`config.mk`:
```
export PLATFORM = sky130hd
export DESIGN_NAME = tco_compare_output
export DESIGN_NICKNAME = d
export VERILOG_FILES = /design/src/include/tco_pkg.sv /design/src/core/tco_compare_output.sv
export SDC_FILE = /design/constraint.sdc
export NUM_CORES = 1
export LEC_CHECK = 0
export BUFFER_PORTS_ARGS = -buffer_cell sky130_fd_sc_hd__buf_2
export CORE_MARGIN = 10
export CORE_UTILIZATION = 35
export CTS_BUF_LIST = sky130_fd_sc_hd__clkbuf_8
export DETAILED_ROUTE_END_ITERATION = 8
export GPL_TIMING_DRIVEN = 1
export SYNTH_ARGS = -nofsm -noshare
export SYNTH_HDL_FRONTEND = slang
export SYNTH_SLANG_ARGS = --single-unit
```
`constraint.sdc`:
```
create_clock -name i_clk -period 2.7 [get_ports i_clk]
set_input_delay 0.405 -clock i_clk [delete_from_list [all_inputs] [get_ports i_clk]]
set_output_delay 0.405 -clock i_clk [all_outputs]
set_load 0.02 [all_outputs]
```
`src/include/tco_pkg.sv`:
```
// Constants and types shared by the compare output block.
package tco_pkg;

  // Byte addresses of the registers on the Wishbone bus.
  localparam logic [7:0] ADR_CTRL_A = 8'h80;
  localparam logic [7:0] ADR_CMP_A = 8'h84;
  localparam logic [7:0] ADR_CMP_B = 8'h88;
  localparam logic [7:0] ADR_STATUS = 8'h8C;

  // Reset values and the writable bits of the control register.
  localparam logic [7:0] CTRL_RST = 8'h00;
  localparam logic [7:0] CTRL_WMASK = 8'hF3;
  localparam logic [15:0] CMP_RST = 16'h0000;
  localparam logic [15:0] BOTTOM = 16'h0000;
  localparam logic [31:0] RD_ZERO = 32'h0000_0000;

  // Field positions in the control and status registers.
  localparam int COM_A_LSB = 6;
  localparam int COM_B_LSB = 4;
  localparam int WGM_LO_LSB = 0;
  localparam int ST_PIN_LSB = 0;
  localparam int ST_OVR_LSB = 2;
  localparam int ST_WGM_LSB = 4;

  // Output mode field codes.
  localparam logic [1:0] COM_OFF = 2'h0;
  localparam logic [1:0] COM_TOGGLE = 2'h1;
  localparam logic [1:0] COM_CLEAR = 2'h2;
  localparam logic [1:0] COM_SET = 2'h3;

  // Waveform mode codes.
  localparam logic [3:0] WGM_NORMAL = 4'h0;
  localparam logic [3:0] WGM_PC8 = 4'h1;
  localparam logic [3:0] WGM_PC9 = 4'h2;
  localparam logic [3:0] WGM_PC10 = 4'h3;
  localparam logic [3:0] WGM_CTC_OCR = 4'h4;
  localparam logic [3:0] WGM_FAST8 = 4'h5;
  localparam logic [3:0] WGM_FAST9 = 4'h6;
  localparam logic [3:0] WGM_FAST10 = 4'h7;
  localparam logic [3:0] WGM_PFC_ICR = 4'h8;
  localparam logic [3:0] WGM_PFC_OCR = 4'h9;
  localparam logic [3:0] WGM_PC_ICR = 4'hA;
  localparam logic [3:0] WGM_PC_OCR = 4'hB;
  localparam logic [3:0] WGM_CTC_ICR = 4'hC;
  localparam logic [3:0] WGM_RESERVED = 4'hD;
  localparam logic [3:0] WGM_FAST_ICR = 4'hE;
  localparam logic [3:0] WGM_FAST_OCR = 4'hF;

  // Decoding family of the current waveform mode.
  typedef enum logic [1:0] {
    TCO_CLS_OFF = 2'b00,
    TCO_CLS_NONPWM = 2'b01,
    TCO_CLS_FAST = 2'b10,
    TCO_CLS_PHASE = 2'b11
  } tco_cls_t;

endpackage

```
`src/core/tco_compare_output.sv`:
```
// Compare output waveform logic of a 16-bit timer with two channels.
//
// Design decision made here: the Wishbone register port.
`timescale 1ns/100ps
`default_nettype none

// Functional notes
// - Frequency-correct PWM, non-inverted: compare at BOTTOM stays low, at TOP stays high.
// - Inverted PWM gives the opposite steady levels at BOTTOM and TOP.
// - Mode 9 with channel A mode 01 toggles output A, 50% duty.
// - Single clock with asynchronous reset; timer tick is only a clock enable.
// - Frequency-correct PWM loads active compare values from buffers at BOTTOM.
// - Any nonzero output mode bit makes the channel override its pin.
// - Output mode meaning depends on non-PWM, fast PWM or phase family.
// - Non-PWM: 00 off, 01 toggle, 10 clear, 11 set on match.
// - Fast PWM 01 toggles A only in modes 14, 15; B disconnected.
// - Fast PWM 10 clears on match and sets at BOTTOM.
// - Fast PWM 11 sets on match and clears at BOTTOM.
// - Fast PWM with compare at TOP ignores the match, keeps BOTTOM action.
// - Phase family 01 toggles A only in modes 9, 11; B disconnected.
// - Phase family 10 clears on up-count match, sets on down-count match.
// - Phase family 11 sets on up-count match, clears on down-count match.
// - Waveform mode joins two control bits here with two upper bits.
module tco_compare_output
  import tco_pkg::*;
(
  input wire logic i_clk,
  input wire logic i_sys_rst,
  input wire logic i_wb_cyc,
  input wire logic i_wb_stb,
  input wire logic i_wb_we,
  input wire logic [7:0] i_wb_adr,
  input wire logic [3:0] i_wb_sel,
  input wire logic [31:0] i_wb_dat,
  output logic [31:0] o_wb_dat,
  output logic o_wb_ack,
  input wire logic i_timer_tick,
  input wire logic [15:0] i_count,
  input wire logic i_count_up,
  input wire logic [15:0] i_top,
  input wire logic [1:0] i_waveform_mode_hi,
  output logic o_compare_pin_a,
  output logic o_compare_pin_b,
  output logic o_override_a,
  output logic o_override_b
);

  logic [7:0] ctrl_q;
  logic [15:0] ocr_buf_q [2];
  logic [15:0] ocr_act_q [2];
  logic pin_q [2];
  logic [1:0] com [2];
  logic [3:0] wgm;
  tco_cls_t cls;
  logic pfc;
  logic a_toggle_ok;
  logic upd_act;
  logic at_top;
  logic at_bottom;
  logic wb_req;
  logic ack_q;
  logic wr_en;
  logic [31:0] rd_d;
  logic [31:0] rd_q;

  assign wgm = {i_waveform_mode_hi, ctrl_q[WGM_LO_LSB +: 2]};
  assign com[0] = ctrl_q[COM_A_LSB +: 2];
  assign com[1] = ctrl_q[COM_B_LSB +: 2];
  assign at_top = (i_count == i_top);
  assign at_bottom = (i_count == BOTTOM);

  always_comb begin
    cls = TCO_CLS_OFF;
    pfc = 1'b0;
    a_toggle_ok = 1'b0;
    unique case (wgm)
      WGM_NORMAL, WGM_CTC_OCR, WGM_CTC_ICR: cls = TCO_CLS_NONPWM;
      WGM_FAST8, WGM_FAST9, WGM_FAST10: cls = TCO_CLS_FAST;
      WGM_FAST_ICR, WGM_FAST_OCR: begin
        cls = TCO_CLS_FAST;
        a_toggle_ok = 1'b1;
      end
      WGM_PC8, WGM_PC9, WGM_PC10, WGM_PC_ICR: cls = TCO_CLS_PHASE;
      WGM_PC_OCR: begin
        cls = TCO_CLS_PHASE;
        a_toggle_ok = 1'b1;
      end
      WGM_PFC_ICR: begin
        cls = TCO_CLS_PHASE;
        pfc = 1'b1;
      end
      WGM_PFC_OCR: begin
        cls = TCO_CLS_PHASE;
        pfc = 1'b1;
        a_toggle_ok = 1'b1;
      end
      WGM_RESERVED: cls = TCO_CLS_OFF;
    endcase
  end

  always_comb begin
    unique case (cls)
      TCO_CLS_NONPWM: upd_act = 1'b1;
      TCO_CLS_FAST: upd_act = i_timer_tick & at_bottom;
      TCO_CLS_PHASE: upd_act = i_timer_tick & (pfc ? at_bottom : at_top);
      TCO_CLS_OFF: upd_act = 1'b1;
    endcase
  end

  // Wishbone slave: ack one cycle after the request, write on the ack edge.
  assign wb_req = i_wb_cyc & i_wb_stb;
  assign wr_en = wb_req & i_wb_we & ack_q;
  assign o_wb_ack = ack_q;
  assign o_wb_dat = rd_q;

  always_ff @(posedge i_clk or posedge i_sys_rst) begin
    if (i_sys_rst) begin
      ack_q <= 1'b0;
    end else begin
      ack_q <= wb_req & ~ack_q;
    end
  end

  always_comb begin
    rd_d = RD_ZERO;
    case (i_wb_adr)
      ADR_CTRL_A: rd_d[7:0] = ctrl_q;
      ADR_CMP_A: rd_d[15:0] = ocr_buf_q[0];
      ADR_CMP_B: rd_d[15:0] = ocr_buf_q[1];
      ADR_STATUS: begin
        rd_d[ST_PIN_LSB] = pin_q[0];
        rd_d[ST_PIN_LSB + 1] = pin_q[1];
        rd_d[ST_OVR_LSB] = o_override_a;
        rd_d[ST_OVR_LSB + 1] = o_override_b;
        rd_d[ST_WGM_LSB +: 4] = wgm;
      end
      default: rd_d = RD_ZERO;
    endcase
  end

  always_ff @(posedge i_clk or posedge i_sys_rst) begin
    if (i_sys_rst) begin
      rd_q <= RD_ZERO;
    end else if (wb_req && !ack_q) begin
      rd_q <= rd_d;
    end
  end

  // control register with reserved bits forced to zero.
  always_ff @(posedge i_clk or posedge i_sys_rst) begin
    if (i_sys_rst) begin
      ctrl_q <= CTRL_RST;
    end else if (wr_en && i_wb_adr == ADR_CTRL_A && i_wb_sel[0]) begin
      ctrl_q <= i_wb_dat[7:0] & CTRL_WMASK;
    end
  end

  // pin override when any mode bit is set.
  assign o_override_a = (com[0] != COM_OFF);
  assign o_override_b = (com[1] != COM_OFF);
  assign o_compare_pin_a = pin_q[0];
  assign o_compare_pin_b = pin_q[1];

  for (genvar g = 0; g < 2; g++) begin : g_ch
    localparam logic [7:0] CMP_ADR = (g == 0) ? ADR_CMP_A : ADR_CMP_B;
    logic match;
    logic may_toggle;

    assign match = (i_count == ocr_act_q[g]);
    assign may_toggle = (g == 0) && a_toggle_ok;

    always_ff @(posedge i_clk or posedge i_sys_rst) begin
      if (i_sys_rst) begin
        ocr_buf_q[g] <= CMP_RST;
      end else if (wr_en && i_wb_adr == CMP_ADR) begin
        if (i_wb_sel[0]) begin
          ocr_buf_q[g][7:0] <= i_wb_dat[7:0];
        end
        if (i_wb_sel[1]) begin
          ocr_buf_q[g][15:8] <= i_wb_dat[15:8];
        end
      end
    end

    always_ff @(posedge i_clk or posedge i_sys_rst) begin
      if (i_sys_rst) begin
        ocr_act_q[g] <= CMP_RST;
      end else if (upd_act) begin
        ocr_act_q[g] <= ocr_buf_q[g];
      end
    end

    // output changes only on a timer tick.
    always_ff @(posedge i_clk or posedge i_sys_rst) begin
      if (i_sys_rst) begin
        pin_q[g] <= 1'b0;
      end else if (i_timer_tick) begin
        unique case (cls)
          TCO_CLS_NONPWM: begin
            if (match && com[g] == COM_TOGGLE) begin
              pin_q[g] <= ~pin_q[g];
            end else if (match && com[g][1]) begin
              pin_q[g] <= com[g][0];
            end
          end
          TCO_CLS_FAST: begin
            if (com[g] == COM_TOGGLE) begin
              if (may_toggle && match) begin
                pin_q[g] <= ~pin_q[g];
              end
            end else if (com[g][1]) begin
              if (match && ocr_act_q[g] != i_top) begin
                pin_q[g] <= com[g][0];
              end else if (at_bottom) begin
                pin_q[g] <= ~com[g][0];
              end
            end
          end
          TCO_CLS_PHASE: begin
            if (com[g] == COM_TOGGLE) begin
              if (may_toggle && match) begin
                pin_q[g] <= ~pin_q[g];
              end
            end else if (com[g][1]) begin
              if (ocr_act_q[g] == BOTTOM) begin
                pin_q[g] <= com[g][0];
              end else if (ocr_act_q[g] == i_top) begin
                pin_q[g] <= ~com[g][0];
              end else if (match) begin
                pin_q[g] <= i_count_up ? com[g][0] : ~com[g][0];
              end
            end
          end
          TCO_CLS_OFF: pin_q[g] <= pin_q[g];
        endcase
      end
    end
  end
endmodule

`default_nettype wire

```
==> out/results.txt <==
The capturing instance or port of the critical path is o_compare_pin_a$_DFFE_PP0P_. The count of nets left with antenna violations once routing finished came out at 0. In this run the mean area of a mapped cell was 11.7 um^2. Counting every instance in the synthesized netlist gives 435. Ranked by instance count, the synthesized netlist is headed by sky130_fd_sc_hd__dfrtp_1 (89), sky130_fd_sc_hd__mux2_2 (71), sky130_fd_sc_hd__xor2_1 (49), sky130_fd_sc_hd__xnor2_1 (34), sky130_fd_sc_hd__nor4_1 (23). For the number of iterations in the first detailed-routing pass, the log shows 6.

The worst min-delay path category was in -> async. For this block, the initial DRC count from the detailed router was 306. The library cell with the highest instance count after synthesis was sky130_fd_sc_hd__dfrtp_1.

The first global-routing pass estimated 22,700 um of wire. In this run the register-to-register setup slack is 280 ps. Of the post-synthesis cell area, the dominant cell type holds 43.9%.

The number of flops mapped to enable cells by yosys was 0. The library cell with the largest summed area after synthesis is sky130_fd_sc_hd__dfrtp_1. The proportion of layout cells with a drive suffix above 1 is 38.7%. The worst register-to-register path ends at o_compare_pin_a$_DFFE_PP0P_. STA classifies the critical path startpoint as a flip-flop. In the synthesized netlist the async set-or-reset flop fraction comes to 100%. For this run, design rule violations remaining after detail routing come to 0. The number of antenna violations at the first check in global routing was 1. The logs give 2.81 nW for the static leakage and 370 ps for the clock latency on the worst-skew pair. 122 I/O pins were placed.

The predominant post-synthesis flop cell was sky130_fd_sc_hd__dfrtp_1. In the routed layout, each cell is associated on average with a via count of 5.26. Gates resized during post-CTS repair numbered 0. The tools report the clock tree buffer depth as 2. The logic depth of the worst register-to-register path was 7. The tools report the total number of placement rows as 43. The count of final hold-check violations was 0; the hold buffer count at CTS was 0.

The worst setup path is of the reg -> reg kind. TritonCTS built the clock tree. For the total of max-cap violations, the log shows 0. Entering global routing, the biggest net connects 90 pins. Count of placed standard cells in the final layout, fillers left out: 712. Buffer type at the clock tree root: sky130_fd_sc_hd__clkbuf_8. The initial utilization of the core area, before any placement, comes to 36.1%.

The worst stage delay on the critical path works out to 440 ps. The global-route total usage across every layer was 14.4%. In this run the critical register-to-register path is launched from ocr_act_q[16]$_DFFE_PP0P_.

The area of the core region is 14,000 um^2, and the overall die area is 19,700 um^2. Area added between synthesis and finish: 15.6%. The transition time at the pin with the least slew margin came out at 649 ps. Dividing the detail-routed wire length by the instance count gives 20.4 um.

The sum of negative setup slack is 0 ps. The total overflow left after global routing is 0. The nature of the critical path endpoint is a flip-flop. The worst path required time is 2950 ps, and the portion of the clock cycle consumed by the worst path in the final layout is 89.6%. The H-tree was split into 3 levels.

For the routed wire length, the log shows 14,500 um. The height of the chip was 140 um. Traced cell by cell, the critical path runs through xor2_1 > nor4_1 > nand4_1 > nor2b_1 > o31ai_1 > mux2i_1 > o21ai_1. The slowest stage of the critical path is the sky130_fd_sc_hd__dfrtp_1 cell. By area the synthesized netlist is led by sky130_fd_sc_hd__dfrtp_1 (44%), sky130_fd_sc_hd__mux2_2 (16%), sky130_fd_sc_hd__xor2_1 (8.5%), sky130_fd_sc_hd__xnor2_1 (5.9%), sky130_fd_sc_hd__nor4_1 (2.8%).

The run gives 696 as the instance count after placement with tap cells included. Once detailed placement completed, the half-perimeter wirelength came to 11,700 um. The final layout contains 612 nets.

Worst setup path startpoint: ocr_act_q[16]$_DFFE_PP0P_. Hold timing on the final database bottoms out at a slack of 135 ps. For this design the ratio of total power to cell area is 433 nW/um^2. The tools report the max-slew violation count as 0. Between clock sinks in the finished design, the worst skew comes to 14.5 ps. At the end of routability-driven placement, the weighted congestion stood at 1.02. The total number of yosys warnings was 0.

The number of clock buffers inserted by TritonCTS was 9; the final critical path time including I/O delays and setup was 2420 ps. Summing over every cut layer, the via total after detailed routing is 3,748. The clock-pin slew of the registers on the worst-case setup and hold paths was 90 ps.

The worst IR drop on VDD is 193 uV. Summing internal, switching and leakage power gives 2.54 mW. The via count of the first global-routing pass is 4,041, and the number of antenna cells inserted is 0. Setup repair after global routing left no endpoint under its margin.

The flow ran to the end, and the final reports show no timing, DRC or antenna violations. The number of setup buffers added after CTS is 0, and the maximum fanout encountered on the critical timing path is 4. The tools report the clock sink count as 89. Summed instance area of the synthesized netlist: 5070 um^2. Static timing analysis puts the maximum clock frequency at 0.414 GHz. Setup violations remaining at the end of the flow were counted as 0.

Input and output buffers added on the ports amount to 87. After synthesis the netlist holds a flip-flop and latch count of 89. In this run the horizontal extent of the chip is 140 um.

The sequential-to-total area share from yosys stat is 43.9%, and the number of library cell types mapped by synthesis is 49. The logs give 2660 ps for the arrival time reported for the critical path endpoint and 56.5% for the worst max-slew margin expressed relative to the limit.
flip-flops by register name, summed over array words and instances, names as in the netlist:
name and count:
o_wb_dat 16, o_compare_pin_a 1, ctrl_q 6, o_compare_pin_b 1, ocr_act_q 32, o_wb_ack 1
ocr_buf_q 32
kinds of logic after synthesis:
logic type	after synthesis	share of synthesized area (%)
compound gates	47	6.76
xor+xnor	83	14.3
buf+inv	36	4.12
flops	89	43.9
mux	79	18.4
other cells	1	0.0740
simple gates	100	12.4
area by class of cell:
type	instances	area (um^2)
Multi-Input combinational cell	325	2690
Tap cell	180	225
Clock buffer	10	138
Fill cell	1330	8180
Sequential cell	89	2230
Timing Repair Buffer	95	508
Inverter	7	30.0
Clock inverter	6	45.0
how the worst min path moves through the flow:
| stage | start | endpoint | cells past startpoint |
|---|---|---|---|
| 6_report | i_sys_rst | o_wb_dat[7]$_DFFE_PP0P_ | 3 |
| 3_3_place_gp | o_wb_dat[2]$_DFFE_PP0P_ | o_wb_dat[2]$_DFFE_PP0P_ | 2 |
| 2_1_floorplan | ocr_buf_q[20]$_DFFE_PP0P_ | ocr_act_q[20]$_DFFE_PP0P_ | 1 |
| 3_5_place_dp | o_wb_dat[11]$_DFFE_PP0P_ | o_wb_dat[11]$_DFFE_PP0P_ | 2 |
| 4_1_cts | i_sys_rst | ocr_buf_q[31]$_DFFE_PP0P_ | 3 |
| 5_1_grt | i_sys_rst | o_wb_dat[0]$_DFFE_PP0P_ | 3 |
power by group:
part           internal (mW)  switching [mW]
sequential              1.35          0.0139
combinational          0.124           0.214
clock                  0.361           0.478
total                   1.83           0.706
per-stage QoR:
| step | instance area, um^2 | util, % | setup WS, ps |
|---|---|---|---|
| 2_1_floorplan | 5130 | - | 685 |
| 3_3_place_gp | 5680 | 40.5 | 244 |
| 3_5_place_dp | 5680 | 40.5 | 154 |
| 4_1_cts | 5860 | 41.8 | 253 |
| 5_1_grt | 5860 | 41.8 | 45.9 |
| 6_report | 5860 | 41.8 | 282 |
placed cells by master (no fill, tap or decap), types with 11 or more instances in the layout:
master	Yosys	routed
sky130_fd_sc_hd__xnor2_1	34	34
sky130_fd_sc_hd__nor4_1	23	23
sky130_fd_sc_hd__buf_2	5	87
sky130_fd_sc_hd__nand4_1	13	13
sky130_fd_sc_hd__nand2_1	16	16
sky130_fd_sc_hd__xor2_1	49	49
sky130_fd_sc_hd__dfrtp_1	89	89
sky130_fd_sc_hd__mux2_2	71	71
sky130_fd_sc_hd__o21ai_0	11	11
sky130_fd_sc_hd__conb_1	1	16
sky130_fd_sc_hd__nor2_1	16	16
per-layer routing:
metal	track usage, %	wire length (um)	vias up	share of wire, %
li1	-	-	1727	-
met1	18.6	6510	1880	45
met2	22.4	6750	122	46
met3	4.29	972	19	6.7
met4	4.89	297	0	2.0
met5	0	0	-	0
worst max-delay path, delay by kind of cell (launching register included):
kind,cells,cell delay [ps]
AND/OR/NAND/NOR,3,930
AO/OA/AOI/OAI,2,510
flip-flops,1,440
multiplexers,1,240
XOR/XNOR,1,190
Power figures use the tool's default switching activity.
